File: src/verilog/coll_jab_defines.vh
// Timing constants for the collision and jabber control block.
// Assumes a 100 MHz system clock; times are kept in their own unit.
`ifndef COLL_JAB_DEFINES_VH
`define COLL_JAB_DEFINES_VH

// ----------------------------------------
// Clock
// ----------------------------------------
`define CJ_CLK_MHZ 100
`define CJ_OSC_MHZ 10
// Half period of the 10 MHz timebase in system clocks
`define CJ_OSC_HALF ((`CJ_CLK_MHZ / `CJ_OSC_MHZ) / 2)

// ----------------------------------------
// Times, counted in 10 MHz ticks (100 ns each)
// ----------------------------------------
`define CJ_HB_DELAY_NS 1100
`define CJ_HB_LEN_NS 1000
`define CJ_TX_OFF_NS 300
`define CJ_JAB_MS 20
`define CJ_UNJAB_MS 500
`define CJ_TICK_NS (1000 / `CJ_OSC_MHZ)
`define CJ_HB_DELAY_TICKS (`CJ_HB_DELAY_NS / `CJ_TICK_NS)
`define CJ_HB_LEN_TICKS (`CJ_HB_LEN_NS / `CJ_TICK_NS)
`define CJ_TX_OFF_TICKS ((`CJ_TX_OFF_NS + `CJ_TICK_NS - 1) / `CJ_TICK_NS)
`define CJ_JAB_TICKS (`CJ_JAB_MS * 1000000 / `CJ_TICK_NS)
`define CJ_UNJAB_TICKS (`CJ_UNJAB_MS * 1000000 / `CJ_TICK_NS)

// ----------------------------------------
// FIFO
// ----------------------------------------
`define CJ_FIFO_DEPTH 32

`endif

File: src/verilog/collision_jabber_control.v
// Collision signalling, heartbeat and jabber protection of a coax transceiver.
// Assumes squelch and comparator decisions arrive as synchronous digital levels.
`timescale 1ns/1ps
`default_nettype none
`include "coll_jab_defines.vh"

module collision_jabber_control #(
    parameter JAB_TICKS = `CJ_JAB_TICKS,
    parameter UNJAB_TICKS = `CJ_UNJAB_TICKS,
    parameter FIFO_DEPTH = `CJ_FIFO_DEPTH
) (
    // Clock and reset
    input wire CLK_I,
    input wire RST_N_I,
    // Terminal side transmit input
    input wire TX_DATA_I,
    input wire TX_SQUELCH_OK_I,
    // Coax side
    input wire COAX_RECEIVE_IN_I,
    input wire RX_SQUELCH_OK_I,
    input wire COLLISION_CMP_I,
    input wire HEARTBEAT_GATE_N_I,
    // Coax drive out
    output reg COAX_DRIVE_OUT_O,
    output reg COAX_DRIVE_EN_O,
    // Terminal side outputs
    output reg RX_DATA_O,
    output reg RX_ACTIVE_O,
    output reg COLLISION_OUT_PAIR_P_O,
    output reg COLLISION_OUT_PAIR_N_O,
    output reg JABBER_O
);

    localparam TW = 32;
    localparam ST_IDLE = 2'd0;
    localparam ST_TX = 2'd1;
    localparam ST_JAB = 2'd2;
    localparam ST_UNJAB = 2'd3;

    reg [3:0] div_r;
    reg osc_r;
    reg tick_r;
    reg [1:0] st_r;
    reg [TW-1:0] jab_cnt_r;
    reg [3:0] idle_cnt_r;
    reg tx_seen_r;
    reg [4:0] hb_cnt_r;
    reg hb_wait_r;
    reg hb_on_r;
    wire fifo_in_ready;
    wire fifo_out_valid;
    wire fifo_out_data;
    wire tx_ok;
    wire any_cond;

    // ----------------------------------------
    // 10 MHz timebase
    // ----------------------------------------
    // Free-running divider
    always @(posedge CLK_I) begin
        if (!RST_N_I) begin
            div_r <= 4'h0;
            osc_r <= 1'b0;
            tick_r <= 1'b0;
        end else begin
            tick_r <= 1'b0;
            if (div_r == `CJ_OSC_HALF - 1) begin
                div_r <= 4'h0;
                osc_r <= ~osc_r;
                tick_r <= osc_r;
            end else begin
                div_r <= div_r + 4'h1;
            end
        end
    end

    // ----------------------------------------
    // Transmit activity and jabber
    // ----------------------------------------
    // Squelch qualification gates activity
    assign tx_ok = TX_SQUELCH_OK_I;

    always @(posedge CLK_I) begin
        if (!RST_N_I) begin
            st_r <= ST_IDLE;
            jab_cnt_r <= {TW{1'b0}};
            idle_cnt_r <= 4'h0;
            tx_seen_r <= 1'b0;
        end else begin
            tx_seen_r <= 1'b0;
            case (st_r)
                ST_IDLE: begin
                    jab_cnt_r <= {TW{1'b0}};
                    idle_cnt_r <= 4'h0;
                    if (tx_ok) begin
                        st_r <= ST_TX;
                    end
                end
                ST_TX: begin
                    if (tx_ok) begin
                        idle_cnt_r <= 4'h0;
                    end else if (tick_r) begin
                        idle_cnt_r <= idle_cnt_r + 4'h1;
                    end
                    if (tick_r) begin
                        jab_cnt_r <= jab_cnt_r + 1'b1;
                    end
                    // End after idle over 300 ns
                    if (!tx_ok && tick_r && idle_cnt_r == `CJ_TX_OFF_TICKS) begin
                        st_r <= ST_IDLE;
                        tx_seen_r <= 1'b1;
                    end else if (tick_r && jab_cnt_r == JAB_TICKS - 1) begin
                        st_r <= ST_JAB;
                    end
                end
                ST_JAB: begin
                    jab_cnt_r <= {TW{1'b0}};
                    if (!tx_ok) begin
                        st_r <= ST_UNJAB;
                    end
                end
                ST_UNJAB: begin
                    if (tx_ok) begin
                        st_r <= ST_JAB;
                    end else if (tick_r) begin
                        jab_cnt_r <= jab_cnt_r + 1'b1;
                        if (jab_cnt_r == UNJAB_TICKS - 1) begin
                            st_r <= ST_IDLE;
                        end
                    end
                end
                default: begin
                    st_r <= ST_IDLE;
                end
            endcase
        end
    end

    // ----------------------------------------
    // Heartbeat
    // ----------------------------------------
    // Delay then burst, counted in ticks
    always @(posedge CLK_I) begin
        if (!RST_N_I) begin
            hb_cnt_r <= 5'h00;
            hb_wait_r <= 1'b0;
            hb_on_r <= 1'b0;
        end else if (tx_seen_r && !HEARTBEAT_GATE_N_I) begin
            hb_wait_r <= 1'b1;
            hb_on_r <= 1'b0;
            hb_cnt_r <= 5'h00;
        end else if (tick_r && (hb_wait_r || hb_on_r)) begin
            if (hb_wait_r && hb_cnt_r == `CJ_HB_DELAY_TICKS - 1) begin
                hb_wait_r <= 1'b0;
                hb_on_r <= 1'b1;
                hb_cnt_r <= 5'h00;
            end else if (hb_on_r && hb_cnt_r == `CJ_HB_LEN_TICKS - 1) begin
                hb_on_r <= 1'b0;
                hb_cnt_r <= 5'h00;
            end else begin
                hb_cnt_r <= hb_cnt_r + 5'h01;
            end
        end
    end

    // ----------------------------------------
    // Transmit data path
    // ----------------------------------------
    // Drain stalls only in jabber, where writes are blocked too, so the FIFO never holds more than one sample
    sample_fifo #(
        .WIDTH(1),
        .DEPTH(FIFO_DEPTH),
        .AW(5)
    ) u_fifo (
        .clk_i(CLK_I),
        .rst_n_i(RST_N_I),
        .in_valid_i(tx_ok && (st_r == ST_IDLE || st_r == ST_TX)),
        .in_data_i(TX_DATA_I),
        .in_ready_o(fifo_in_ready),
        .out_valid_o(fifo_out_valid),
        .out_data_o(fifo_out_data),
        .out_ready_i(st_r != ST_JAB)
    );

    assign any_cond = COLLISION_CMP_I || st_r == ST_JAB || hb_on_r;

    // ----------------------------------------
    // Outputs
    // ----------------------------------------
    always @(posedge CLK_I) begin
        if (!RST_N_I) begin
            COAX_DRIVE_OUT_O <= 1'b0;
            COAX_DRIVE_EN_O <= 1'b0;
            RX_DATA_O <= 1'b0;
            RX_ACTIVE_O <= 1'b0;
            COLLISION_OUT_PAIR_P_O <= 1'b0;
            COLLISION_OUT_PAIR_N_O <= 1'b0;
            JABBER_O <= 1'b0;
        end else begin
            // Drive blocked in jabber and unjab
            COAX_DRIVE_EN_O <= fifo_out_valid && fifo_in_ready
                && (st_r == ST_IDLE || st_r == ST_TX);
            COAX_DRIVE_OUT_O <= fifo_out_valid && fifo_out_data && st_r != ST_JAB
                && st_r != ST_UNJAB;
            RX_ACTIVE_O <= RX_SQUELCH_OK_I;
            RX_DATA_O <= RX_SQUELCH_OK_I && COAX_RECEIVE_IN_I;
            // Oscillator on pair; both low is zero differential
            COLLISION_OUT_PAIR_P_O <= any_cond && osc_r;
            COLLISION_OUT_PAIR_N_O <= any_cond && !osc_r;
            JABBER_O <= (st_r == ST_JAB);
        end
    end

endmodule

`default_nettype wire

File: src/verilog/sample_fifo.v
// Synchronous FIFO with valid/ready on both sides.
// Assumes one clock and a synchronous active-low reset.
`timescale 1ns/1ps
`default_nettype none

module sample_fifo #(
    parameter WIDTH = 1,
    parameter DEPTH = 32,
    parameter AW = 5
) (
    // Clock and reset
    input wire clk_i,
    input wire rst_n_i,
    // Fill side
    input wire in_valid_i,
    input wire [WIDTH-1:0] in_data_i,
    output wire in_ready_o,
    // Drain side
    output wire out_valid_o,
    output wire [WIDTH-1:0] out_data_o,
    input wire out_ready_i
);

    reg [WIDTH-1:0] mem [0:DEPTH-1];
    reg [AW-1:0] wr_ptr_r;
    reg [AW-1:0] rd_ptr_r;
    reg [AW:0] count_r;
    wire do_wr;
    wire do_rd;

    assign in_ready_o = (count_r != DEPTH[AW:0]);
    assign out_valid_o = (count_r != {(AW+1){1'b0}});
    assign out_data_o = mem[rd_ptr_r];
    assign do_wr = in_valid_i && in_ready_o;
    assign do_rd = out_valid_o && out_ready_i;

    always @(posedge clk_i) begin
        if (do_wr) begin
            mem[wr_ptr_r] <= in_data_i;
        end
    end

    always @(posedge clk_i) begin
        if (!rst_n_i) begin
            wr_ptr_r <= {AW{1'b0}};
            rd_ptr_r <= {AW{1'b0}};
            count_r <= {(AW+1){1'b0}};
        end else begin
            if (do_wr) begin
                wr_ptr_r <= (wr_ptr_r == DEPTH[AW-1:0] - 1'b1) ? {AW{1'b0}} : wr_ptr_r + 1'b1;
            end
            if (do_rd) begin
                rd_ptr_r <= (rd_ptr_r == DEPTH[AW-1:0] - 1'b1) ? {AW{1'b0}} : rd_ptr_r + 1'b1;
            end
            if (do_wr && !do_rd) begin
                count_r <= count_r + 1'b1;
            end else if (do_rd && !do_wr) begin
                count_r <= count_r - 1'b1;
            end
        end
    end

endmodule

`default_nettype wire

File: config.mk
export PLATFORM = sky130hd
export DESIGN_NAME = collision_jabber_control
export DESIGN_NICKNAME = d
export VERILOG_FILES = /design/src/verilog/collision_jabber_control.v /design/src/verilog/sample_fifo.v
export VERILOG_INCLUDE_DIRS = /design/src /design/src/verilog
export SDC_FILE = /design/constraint.sdc
export NUM_CORES = 1
export LEC_CHECK = 0
export BUFFER_PORTS_ARGS = -buffer_cell sky130_fd_sc_hd__buf_2
export CELL_PAD_IN_SITES_DETAIL_PLACEMENT = 0
export CELL_PAD_IN_SITES_GLOBAL_PLACEMENT = 1
export CORE_UTILIZATION = 53
export CTS_CLUSTER_SIZE = 25
export DETAILED_ROUTE_END_ITERATION = 8
export GPL_TIMING_DRIVEN = 1
export PLACE_DENSITY = 0.93
export RECOVER_POWER = 50
export SYNTH_ARGS = -nofsm -noshare
export SYNTH_HDL_FRONTEND = slang
export SYNTH_SLANG_ARGS = --single-unit
File: constraint.sdc
create_clock -name CLK_I -period 7.1 [get_ports CLK_I]
set_input_delay 1.065 -clock CLK_I [delete_from_list [all_inputs] [get_ports CLK_I]]
set_output_delay 1.065 -clock CLK_I [all_outputs]
set_load 0.01 [all_outputs]
# Word-level counts from Yosys, hierarchy flattened
# Memory sizes are Yosys's and may differ from the RTL's. A register that Yosys moved wholly into a read port is not among the register bits.
# Cells that the tools add are included.
[totals]
inputBits = 8
output_inout_bits = 7
ramBits = 32
register_bits = 75
mem_count = 1
[mem_list]
columns = ["name", "depth", "word_bits", "rd", "rd_ports_with_merged_regs", "write_ports", "line", "source"]
rows = [
  ["u_fifo.mem", 32, 1, 1, 1, 1, "sample_fifo.v:24", "reg [WIDTH-1:0] mem [0:DEPTH-1];"],
]
[op_classes]
muxes = 30
reduce_logical = 45
add_sub_neg = 8
bitwise_logic = 2
n_eq_ne = 21
[op_table]
columns = ["operator", "count"]
rows = [
  ["one-hot mux 32 bit (3 select lines)", 1],
  ["two-way mux 32 bit", 2],
  ["adder 32 x 1 -> 32 bit, second input constant", 1],
  ["equality test 32 x 18 -> 1 bit, second input constant", 1],
  ["equality test 32 x 23 -> 1 bit, second input constant", 1],
  ["two-way mux 5 bit", 6],
  ["logical AND 1 bit", 20],
  ["adder 5 x 1 -> 5 bit, second input constant", 3],
  ["two-way mux 2 bit", 7],
  ["two-way mux 6 bit", 2],
  ["!= test 3 bit, second input constant", 4],
  ["equality test 5 x 4 -> 1 bit, second input constant", 2],
  ["equality test 5 bit, second input constant", 2],
  ["!= test 2 bit, second input constant", 5],
  ["AND reduction 2 bit", 5],
  ["nonzero test 2 bit", 5],
  ["adder 4 x 1 -> 4 bit, second input constant", 2],
  ["two-way mux 1 bit", 8],
  ["two-way mux 4 bit", 2],
  ["one-hot mux 2 bit (4 select lines)", 1],
  ["one-hot mux 4 bit (2 select lines)", 1],
  ["adder 6 x 1 -> 6 bit, second input constant", 1],
  ["!= test 6 bit, second input constant", 1],
  ["nonzero test 6 bit", 1],
  ["other kinds (11)", 22],
]

# Longest topological paths before layout
# Gate-level depths: netlist of run 1.
[logic_depth]
word_depth = 8
mapped_depth = 12
depth_no_buf = 10

# By module
# Synthesis of run 1 repeated with hierarchy kept, for this count alone.
[unflattened]
cells_unflattened = 539
area_unflattened_um2 = 5435.2
[modules_own_cells]
columns = ["module", "n_inst", "area_per_inst_um2", "cells_each"]
rows = [
  ["collision_jabber_control", 1, 2849.0, 317],
  ["sample_fifo", 1, 2586.2, 222],
]

# Worst setup path after synthesis of run 1
# OpenSTA, ideal clock, no wires.
[synth_timing]
path_kind = "input to register"
from = "input port TX_SQUELCH_OK_I"
to = "register u_fifo.count_r[4]"
arrival_ns = 3.071
setup_ns = 0.059
cell_stages = 11
slack_ns = 3.970
required_ns = 7.041
path_cell_list = "buf_6 o311a_1 clkbuf_1 ha_1 inv_1 ha_1 nor2b_1 o21a_1 o21a_1 o31ai_1 and2_1"
[synth_via]
elab_chain_len = 5
word_cells_on_any_way = 7
classes_between = "mux: 1; reduce/logical: 6"
[synth_lines]
columns = ["item", "line", "source"]
rows = [
  ["from (decl)", "collision_jabber_control.v:17", "input wire TX_SQUELCH_OK_I,"],
  ["logical AND 1 bit *", "collision_jabber_control.v:177", ".in_valid_i(tx_ok && (st_r == ST_IDLE || st_r == ST_TX)),"],
  ["logical AND 1 bit *", "sample_fifo.v:34", "assign do_wr = in_valid_i && in_ready_o;"],
  ["net u_fifo.do_wr", "sample_fifo.v:28", "wire do_wr;"],
  ["zero test 1 bit", "sample_fifo.v:57", "end else if (do_rd && !do_wr) begin"],
  ["logical AND 1 bit", "sample_fifo.v:57", ""],
  ["nonzero test 2 bit (no source line)", "--", ""],
  ["to (signal assigned)", "sample_fifo.v:47", "count_r <= {(AW+1){1'b0}};"],
  ["to (signal assigned)", "sample_fifo.v:56", "count_r <= count_r + 1'b1;"],
  ["to (signal assigned)", "sample_fifo.v:58", "count_r <= count_r - 1'b1;"],
  ["to (decl)", "sample_fifo.v:27", "reg [AW:0] count_r;"],
]
# Mark *: on every way through the listed nets, which the timed path passes. The rest lies on a longest branch.
# A chain may end at the register's enable or synchronous reset.

==> results of run 1 <==
## routing by layer
metal,track usage,routed length (um),up-vias
met5,0,0,-
met4,0.0615,98,0
met3,0.0445,222,8
met2,0.351,4800,30
met1,0.247,4410,1792
li1,-,-,1914
## worst paths after layout
check / endpoint / slack, ns / cells after the start
worst max register to register: u_fifo.count_r[5] / 3.86 / 10
worst min register to register: jab_cnt_r[31] / 0.49 / 2
worst min-delay path: jab_cnt_r[31] / 0.49 / 2
worst max-delay path: jab_cnt_r[29] / 3.83 / 3
## power groups by stage
stage / logic (mW) / registers [mW] / clock network (mW)
final: 0.320 / 0.745 / 0.362
after global routing: 0.362 / 0.755 / 0.397
after CTS: 0.325 / 0.747 / 0.377
after detailed placement: 0.323 / 0.762 / 0
after global placement: 0.310 / 0.760 / 0
after floorplan: 0.280 / 0.731 / 0
## cell families (layout without fill, tap and decap cells)
family                   after synthesis  count (layout)  share of synthesized area
multiplexers                          14              14                     0.0498
AO/OA/AOI/OAI                         77              77                     0.0996
adder cells (fa/ha/maj)               21              21                     0.0507
flip-flops                           112             112                      0.481
AND/OR/NAND/NOR                      241             241                      0.236
buffers and inverters                 43              50                     0.0355
XOR/XNOR                              29              29                     0.0477
## sequential cells by signal, summed over array words and instances (netlist names), named ones only
| signal | flops |
|---|---|
| COAX_DRIVE_EN_O | 1 |
| COAX_DRIVE_OUT_O | 1 |
| COLLISION_OUT_PAIR_N_O | 1 |
| COLLISION_OUT_PAIR_P_O | 1 |
| JABBER_O | 1 |
| RX_ACTIVE_O | 1 |
| RX_DATA_O | 1 |
| div_r | 4 |
| hb_cnt_r | 5 |
| hb_on_r | 1 |
| hb_wait_r | 1 |
| idle_cnt_r | 4 |
| jab_cnt_r | 32 |
| osc_r | 1 |
| st_r | 2 |
| tick_r | 1 |
| tx_seen_r | 1 |
| u_fifo.count_r | 6 |
| u_fifo.mem | 32 |
| u_fifo.rd_ptr_r | 5 |
| u_fifo.wr_ptr_r | 5 |
## cells in the final DEF (no fill, tap or decap), types with 10 or more instances in the layout
cell type  instances
a21oi_1           20
nor2_1            78
nand4_1           19
o21ai_0           19
xor2_1            18
dfxtp_1           80
and3_1            11
nand3_1           12
nand2_1           40
ha_1              20
nor2b_1           17
edfxtp_1          32
nor3_1            10
mux4_2            10
xnor2_1           11
inv_1             19
## through the flow
step / std cells / instance area [um^2] / hold slack, ns / setup slack [ns] / power (mW)
global route: 677 / 5620 / 0.520 / 3.51 / 1.51
detailed placement: 661 / 5450 / 0.481 / 3.80 / 1.08
finish: 677 / 5620 / 0.493 / 3.83 / 1.43
floorplan: 537 / 5330 / 0.441 / 3.97 / 1.01
global placement: 661 / 5450 / 0.471 / 3.84 / 1.07
CTS: 677 / 5630 / 0.496 / 3.87 / 1.45
## area by class of cell
class / instances / area [um^2]
well taps: 133 / 166
multi-input cells: 382 / 2570
inverters: 20 / 75.1
clock buffers: 9 / 124
flip-flops and latches: 112 / 2560
clock inverters: 7 / 60.1
repair buffers: 14 / 58.8
fillers: 870 / 4150
## critical path: cells and delay by family
kind,cells,cell delay [ns]
AO/OA/AOI/OAI,1,0.37
buffers and inverters,1,1.07
AND/OR/NAND/NOR,1,1.02
==> flow_summary.json, run 1 <==
{
  "status": "finished with violations",
  "violations": "capacitance limit, slew limit",
  "synth_flop_cell": "dfxtp_1",
  "die_area_mm2": 0.0105,
  "crit_slowest_cell": "clkbuf_1",
  "cts_resized": 0,
  "numCtsBuffers": 9,
  "reg2reg_from": "u_fifo.count_r[1]",
  "cts-htree-levels": 3,
  "io_buffer_count": 14,
  "coreArea_mm2": 0.00977,
  "gp_congestion": 0.835,
  "grt_max_degree": 44,
  "yosys_register_bits": 112,
  "dpl.hpwl_um": 6620,
  "internal_power_mw": 0.985,
  "crit_fanout": 43,
  "ys_warn_count": 0,
  "yosys.cell_types.count": 57,
  "p_leak_nw": 1.90,
  "drive_gt1_frac": 0.0735,
  "p_clk_frac": 0.254,
  "p_switching_mw": 0.443,
  "seq_power_share": 0.522,
  "fin_util": 0.575,
  "drc_errors": 0,
  "cts.clk_slew.worst_paths_ns": 0.10,
  "power_density_mw_per_mm2": 254,
  "ir_worst_vdd_mv": 0.183,
  "wl_per_cell_um": 14.1,
  "synth_top_area_cell": "dfxtp_1",
  "grt-ovfl-total": 0,
  "ant_nets": 0,
  "hold_path.class": "reg -> reg",
  "cts_tree": "done",
  "sw_frac_of_total": 0.310,
  "via_per_inst": 5.53,
  "slew_viol_final": 44,
  "cp_cell_sequence": "clkbuf_1, nand2_1, a21oi_1",
  "grt_use_total": 0.201,
  "finalSetupViolCount": 0,
  "postCtsHoldBufs": 0,
  "critPathLaunchType": "primary input",
  "totalWireLength_um": 9540,
  "critPathArrivalTime_ns": 3.55,
  "antenna_found_initial": 0,
  "fin_crit_sh": 0.461,
  "slew_headroom": -0.00618,
  "first_pass_iters": 4,
  "worstSkewPairLatency_ns": 0.38,
  "synth.avg_cell_area_um2": 9.92,
  "synth_edf_count": 32,
  "fin_setup_tns_ns": 0,
  "async_reset_ff_frac": 0,
  "nets": 568,
  "cp-startpoint": "RST_N_I",
  "cts.sinks": 112,
  "crit_required_ns": 7.38,
  "yosysMostFrequentCell": "dfxtp_1",
  "grt_pass1_wl_um": 16400,
  "critPathMaxStageDelay_ns": 1.07,
  "finClkSkew_ns": 0.0113,
  "tightest_slew_ns": 1.51,
  "cts_buffer_depth": 2,
  "drt_iter0_markers": 128,
  "cap_violations": 1,
  "root_buffer": "clkbuf_8",
  "hold_violations": 0,
  "critPathKind": "in -> reg",
  "fp.dieH_um": 102,
  "synth_nets": 566,
  "synthTopCellsByArea": "dfxtp_1 (30%), edfxtp_1 (18%), nor2_1 (5.5%)",
  "rsz0062_at_grt": "no",
  "rows": 36,
  "n_antenna_cell": 0,
  "syn_inst": 537,
  "cp-end-kind": "register",
  "combPwrFrac": 0.224,
  "netlist.area_leader.share": 0.301,
  "syn_area_mm2": 0.00533,
  "ios": 15,
  "area_growth_pct": 5.54,
  "postCtsSetupBuffers": 0,
  "initial_utilization": 0.545,
  "synth_common_cells": "dfxtp_1 (80), nor2_1 (78), nand2_1 (40), edfxtp_1 (32)",
  "period_needed_ns": 3.27,
  "seq_area_frac_synth": 0.481,
  "vias": 3744,
  "fp.dieW_um": 102,
  "hold_path.startpoint": "jab_cnt_r[31]",
  "first_global_vias": 3606,
  "fmax_mhz": 306
}
Note: power is estimated with default switching activity, not from simulation.
==> run 2, diff against run 1 <==
Settings changed: CORE_UTILIZATION 53 to 44, PLACE_DENSITY 0.93 to 0.83.
Clock period 7.1 ns to 3 ns, I/O delays scaled along.
==> run 2 against run 1 <==
The flow finishes with violations (capacitance limit). Via count increased by 0.77%. First-iteration DRC count increased by 42%. Utilization decreased by 7.4 points. Setup slack got worse by 3.6 ns. Cell area increased by 3.6%. Die area increased by 20%. Clock power increased to 3.4 times the previous value. Worst hold slack got worse by 0.19 ns. Sequential power increased by 140%. Critical path type is now reg -> reg. Critical endpoint is now u_fifo.count_r[4]. Largest power group unchanged. Highest routed layer unchanged.
==> flow_summary.json, run 2 (synthesized netlist as in run 1, its figures left out) <==
{
  "critPathCapture": "u_fifo.count_r[4]",
  "layout_common_cells": "dfxtp_1 (80), nor2_1 (78), nand2_1 (40)",
  "ios": 15,
  "ant_nets": 0,
  "hold_path.class": "in -> reg",
  "ff2ff_path_depth": 10,
  "ir_worst_vdd_mv": 0.466,
  "stdcell_count": 697,
  "antenna_found_initial": 0,
  "p_leak_nw": 1.99,
  "period_needed_ns": 2.79,
  "busiest_layer": "met2",
  "crit_slowest_cell": "or4_1",
  "critPathArrivalTime_ns": 3.09,
  "nets": 578,
  "cp.depth": 10,
  "fmax_mhz": 358,
  "cts.clk_slew.worst_paths_ns": 0.07,
  "drt_iter0_markers": 182,
  "fp.dieW_um": 112,
  "cts.sinks": 112,
  "drive_gt1_frac": 0.0903,
  "grt_max_degree": 44,
  "cp-startpoint": "u_fifo.count_r[1]",
  "cap_violations": 1,
  "reg2reg_from": "u_fifo.count_r[1]",
  "root_buffer": "clkbuf_16",
  "slew_viol_final": 0,
  "met1_usage": 0.212,
  "status": "finished with violations",
  "cts-htree-levels": 3,
  "initial_utilization": 0.459,
  "critPathKind": "reg -> reg",
  "cp-end-kind": "register",
  "grt_use_total": 0.171,
  "rows": 39,
  "coreArea_mm2": 0.0116,
  "slew_headroom": 0.00183,
  "postCtsHoldBufs": 0,
  "fin_setup_tns_ns": 0,
  "via_per_inst": 5.41,
  "rr_endpoint": "u_fifo.count_r[4]",
  "worstSkewPairLatency_ns": 0.36,
  "io_buffer_count": 14,
  "cts_tree": "done",
  "num-fill-cells": 1109,
  "critPathLaunchType": "register",
  "grt_pass1_wl_um": 17100,
  "crit_buf_inv": 1,
  "place_area_mm2": 0.00554,
  "first_pass_iters": 4,
  "cts_buffer_depth": 2,
  "cp_cell_sequence": "or4_1, o311a_1, ha_1, buf_4, fa_1, nor2b_1, o21a_1, nor3_1, o31ai_1, and2_1",
  "final_cell_area_mm2": 0.00582,
  "vias": 3773,
  "gp_congestion": 0.814,
  "reg2reg_setup_slack_ns": 0.21,
  "wl_per_cell_um": 14.2,
  "finClkSkew_ns": 0.00538,
  "dpl.hpwl_um": 6760,
  "area_growth_pct": 9.33,
  "crit_required_ns": 3.30,
  "use_met2": 0.289,
  "n_antenna_cell": 0,
  "die_area_mm2": 0.0125,
  "crit_family": "simple AND/OR/NAND/NOR gates",
  "first_global_vias": 3642,
  "layout_commonest_cell": "dfxtp_1",
  "top_regs": "jab_cnt_r x32, u_fifo.mem x32, u_fifo.count_r x6",
  "dpl.cell_count": 681,
  "power_density_mw_per_mm2": 648,
  "fp.dieH_um": 112,
  "hold_violations": 0,
  "grt-ovfl-total": 0,
  "finalSetupViolCount": 0,
  "crit_fanout": 4,
  "violations": "capacitance limit",
  "critPathMaxStageDelay_ns": 0.60,
  "met3_usage": 0.0518,
  "rsz0062_at_grt": "no",
  "tightest_slew_ns": 1.50,
  "numCtsBuffers": 9,
  "drc_errors": 0,
  "fin_crit_sh": 0.931,
  "totalWireLength_um": 9870
}
run 2: cell types whose count changed in the layout (fill, tap and decap cells not counted), sizes merged:
cell      change
buf           +9
inv           -2
bufinv        +1
clkbuf        +1
clkinv        -1
clkinvlp      +2
run 2: worst min-delay path by stage:
| stage | depth (start not counted) | end | startpoint |
|---|---|---|---|
| floorplan | 1 | COLLISION_OUT_PAIR_N_O | osc_r |
| global placement | 1 | COLLISION_OUT_PAIR_N_O | osc_r |
| detailed placement | 1 | COLLISION_OUT_PAIR_N_O | osc_r |
| CTS | 2 | RX_ACTIVE_O | RX_SQUELCH_OK_I |
| global route | 2 | RX_ACTIVE_O | RX_SQUELCH_OK_I |
| finish | 2 | RX_ACTIVE_O | RX_SQUELCH_OK_I |
run 2: metrics by stage:
step / hold WS [ns] / setup WS (ns) / util / power [mW]
4_1_cts: 0.295 / 0.106 / 0.503 / 3.82
5_1_grt: 0.292 / 0.0715 / 0.501 / 3.98
3_3_place_gp: 0.464 / 0.237 / 0.477 / 2.56
2_1_floorplan: 0.441 / 0.107 / - / 2.39
3_5_place_dp: 0.473 / 0.133 / 0.477 / 2.59
6_report: 0.308 / 0.208 / 0.501 / 3.77
run 2: per-layer routing:
layer,vias to the layer above,routed length (um)
met5,-,0
met4,0,143
met3,14,385
met2,54,4820
met1,1775,4530
li1,1930,-
run 2: layout make-up:
type                       instances  area [um^2]  share of cell area
multi-input combinational        382         2570               0.442
sequential                       112         2560               0.440
clock buffer                       9          225              0.0387
tap                              143          179              0.0307
timing repair buffer              24          131              0.0226
clock inverter                     7         75.1              0.0129
inverter                          20         75.1              0.0129
run 2: report_power, final:
group | internal, mW | leakage [nW] | switching (mW)
logic | 0.391 | 0.913 | 0.404
registers | 1.64 | 0.937 | 0.120
clock network | 0.654 | 0.140 | 0.562
total | 2.69 | 1.99 | 1.09
run 2: worst register-to-register path: stages (launching register included):
cell and delay [ns]:
dfxtp_1 0.33, or4_1 0.60, o311a_1 0.35, ha_1 0.22, buf_4 0.16, fa_1 0.40, nor2b_1 0.12, o21a_1 0.15
nor3_1 0.05, o31ai_1 0.20, and2_1 0.14
run 2: timing repair:
action | 4_1_cts | 5_1_grt
hold endpoints to repair | 0 | 0
gates resized for setup | 0 | 2
setup endpoints to repair | 0 | 2
buffers inserted | 0 | 0
==> run 3, diff against run 2 <==
Settings changed: RECOVER_POWER 50 to 100, REMOVE_ABC_BUFFERS set to 1.
==> run 3 against run 2 <==
Clock skew increased by 0.0047 ns. Highest routed layer unchanged. Count of clock-buffer cells in the layout is 1 higher. Sequential share of layout area up 0.066 points. Largest cell class unchanged. Flip-flop and latch count unchanged. Cell count down 0.14%. Utilization shrank 0.075 points. Register-to-register slack hardly changed. Critical path type unchanged. Fmax increased by 0.34%. The flow still finishes with violations (capacitance limit).
==> flow_summary.json, run 3 (synthesized netlist as in run 1, its figures left out) <==
{
  "wl_per_cell_um": 14.2,
  "totalWireLength_um": 9850,
  "dpl.hpwl_um": 6720,
  "seq_power_share": 0.462,
  "slew_headroom": 0.00731,
  "reg2reg_from": "u_fifo.count_r[1]",
  "drt_iter0_markers": 203,
  "dpl.cell_count": 680,
  "grt_use_total": 0.167,
  "coreArea_mm2": 0.0116,
  "fp.dieH_um": 112,
  "grt_pass1_wl_um": 16900,
  "finalHoldWorstSlack_ns": 0.309,
  "grt-ovfl-total": 0,
  "hold_path.startpoint": "RX_SQUELCH_OK_I",
  "rr_endpoint": "u_fifo.count_r[5]",
  "critPathCapture": "u_fifo.count_r[5]",
  "ir_worst_vdd_mv": 0.400,
  "p_leak_nw": 1.97,
  "hold_violations": 0,
  "numCtsBuffers": 9,
  "status": "finished with violations",
  "root_buffer": "clkbuf_16",
  "drc_errors": 0,
  "fp.dieW_um": 112,
  "cts-htree-levels": 3,
  "critPathLaunchType": "register",
  "crit_fanout": 8,
  "rows": 39,
  "critPathMaxStageDelay_ns": 0.59,
  "sw_frac_of_total": 0.275,
  "cp-end-kind": "register",
  "io_buffer_count": 14,
  "critPathArrivalTime_ns": 3.00,
  "p_switching_mw": 1.05,
  "layout_common_cells": "dfxtp_1 (80), nor2_1 (78), nand2_1 (40)",
  "cap_violations": 1,
  "tightest_slew_ns": 1.49,
  "layout_commonest_cell": "dfxtp_1",
  "cp-startpoint": "u_fifo.count_r[1]",
  "hold_path.class": "in -> reg",
  "combPwrFrac": 0.210,
  "worstSkewPairLatency_ns": 0.35,
  "place_ws_ns": 0.0202,
  "slew_viol_final": 0,
  "internal_power_mw": 2.76,
  "crit_slowest_cell": "or4_1",
  "cts.sinks": 112,
  "setup_ws_ns": 0.217,
  "reg2reg_setup_slack_ns": 0.22,
  "num-fill-cells": 1092,
  "ant_nets": 0,
  "fin_crit_sh": 0.928,
  "area_growth_pct": 9.16,
  "first_pass_iters": 4,
  "fmax_mhz": 359,
  "cts.clk_slew.worst_paths_ns": 0.07,
  "nets": 577,
  "fin_setup_tns_ns": 0,
  "gp_congestion": 0.765,
  "crit_required_ns": 3.22,
  "drive_gt1_frac": 0.0832,
  "via_per_inst": 5.49,
  "cts_tree": "done",
  "violations": "capacitance limit",
  "cts_buffer_depth": 2,
  "die_area_mm2": 0.0125,
  "seq_area_mm2": 0.00256,
  "ff2ff_path_depth": 10,
  "p_clk_frac": 0.328,
  "rsz0062_at_grt": "no",
  "postCtsSetupBuffers": 0,
  "finClkSkew_ns": 0.0101,
  "vias": 3820,
  "power_density_mw_per_mm2": 656,
  "period_needed_ns": 2.78,
  "cp_cell_sequence": "or4_1, o32ai_2, ha_2, inv_2, ha_1, a21oi_2, a21boi_0, o21ai_1, a21o_1, nand4_1",
  "first_global_vias": 3753,
  "antenna_found_initial": 0,
  "total_power_mw": 3.81,
  "stdcell_count": 696,
  "initial_utilization": 0.459,
  "top_regs": "jab_cnt_r x32, u_fifo.mem x32, u_fifo.count_r x6",
  "worstHoldPathCells": 2,
  "finalSetupViolCount": 0,
  "grt_max_degree": 43,
  "multi_input_area_mm2": 0.00257,
  "n_antenna_cell": 0,
  "ios": 15,
  "critPathKind": "reg -> reg"
}
==> run 3: timing repair <==
action                                  4_1_cts  5_1_grt
hold endpoints to repair                      0        0
hold buffers                                  0        0
endpoints found under the setup margin        1        3
pin swaps                                     0        2
resized for setup                             1        3
==> run 3: area by class of cell <==
type / instances / area share
clock inverter: 6 / 0.0146
clock buffer: 10 / 0.0394
multi-input combinational: 382 / 0.442
inverter: 20 / 0.0129
timing repair buffer: 23 / 0.0198
tap: 143 / 0.0308
sequential: 112 / 0.441
==> run 3: how the worst min path moves through the flow <==
stage,to,slack [ns]
after CTS,RX_ACTIVE_O,0.29
after floorplan,COLLISION_OUT_PAIR_N_O,0.44
final,RX_ACTIVE_O,0.31
after global placement,COLLISION_OUT_PAIR_N_O,0.45
after detailed placement,COLLISION_OUT_PAIR_N_O,0.47
after global routing,RX_ACTIVE_O,0.31
==> run 3: power by group through the flow <==
stage	combinational, mW	clock, mW	sequential (mW)
global placement	0.760	0	1.79
detailed placement	0.794	0	1.80
CTS	0.800	1.29	1.76
finish	0.802	1.25	1.76
floorplan	0.592	0	1.78
global route	0.909	1.33	1.78
==> run 3: metrics by stage <==
| step | instance area (um^2) | utilization |
|---|---|---|
| 6_report | 5810 | 0.501 |
| 3_5_place_dp | 5530 | 0.476 |
| 2_1_floorplan | 5210 | - |
| 3_3_place_gp | 5530 | 0.476 |
| 4_1_cts | 5840 | 0.503 |
| 5_1_grt | 5810 | 0.501 |
==> run 3: per-layer routing <==
layer / track usage / routed length [um] / part of all wire
met5: 0 / 0 / 0
met2: 0.292 / 4860 / 0.49
met4: 0.0427 / 85 / 0.0086
met3: 0.0448 / 331 / 0.034
met1: 0.205 / 4580 / 0.46
==> run 3: worst max-delay path: cells and delay by family, from the launching register on <==
kind	cells	cell delay, ns
compound gates	5	0.91
simple gates	2	0.67
fa+ha+maj	2	0.62
flops	1	0.33
buf+inv	1	0.10
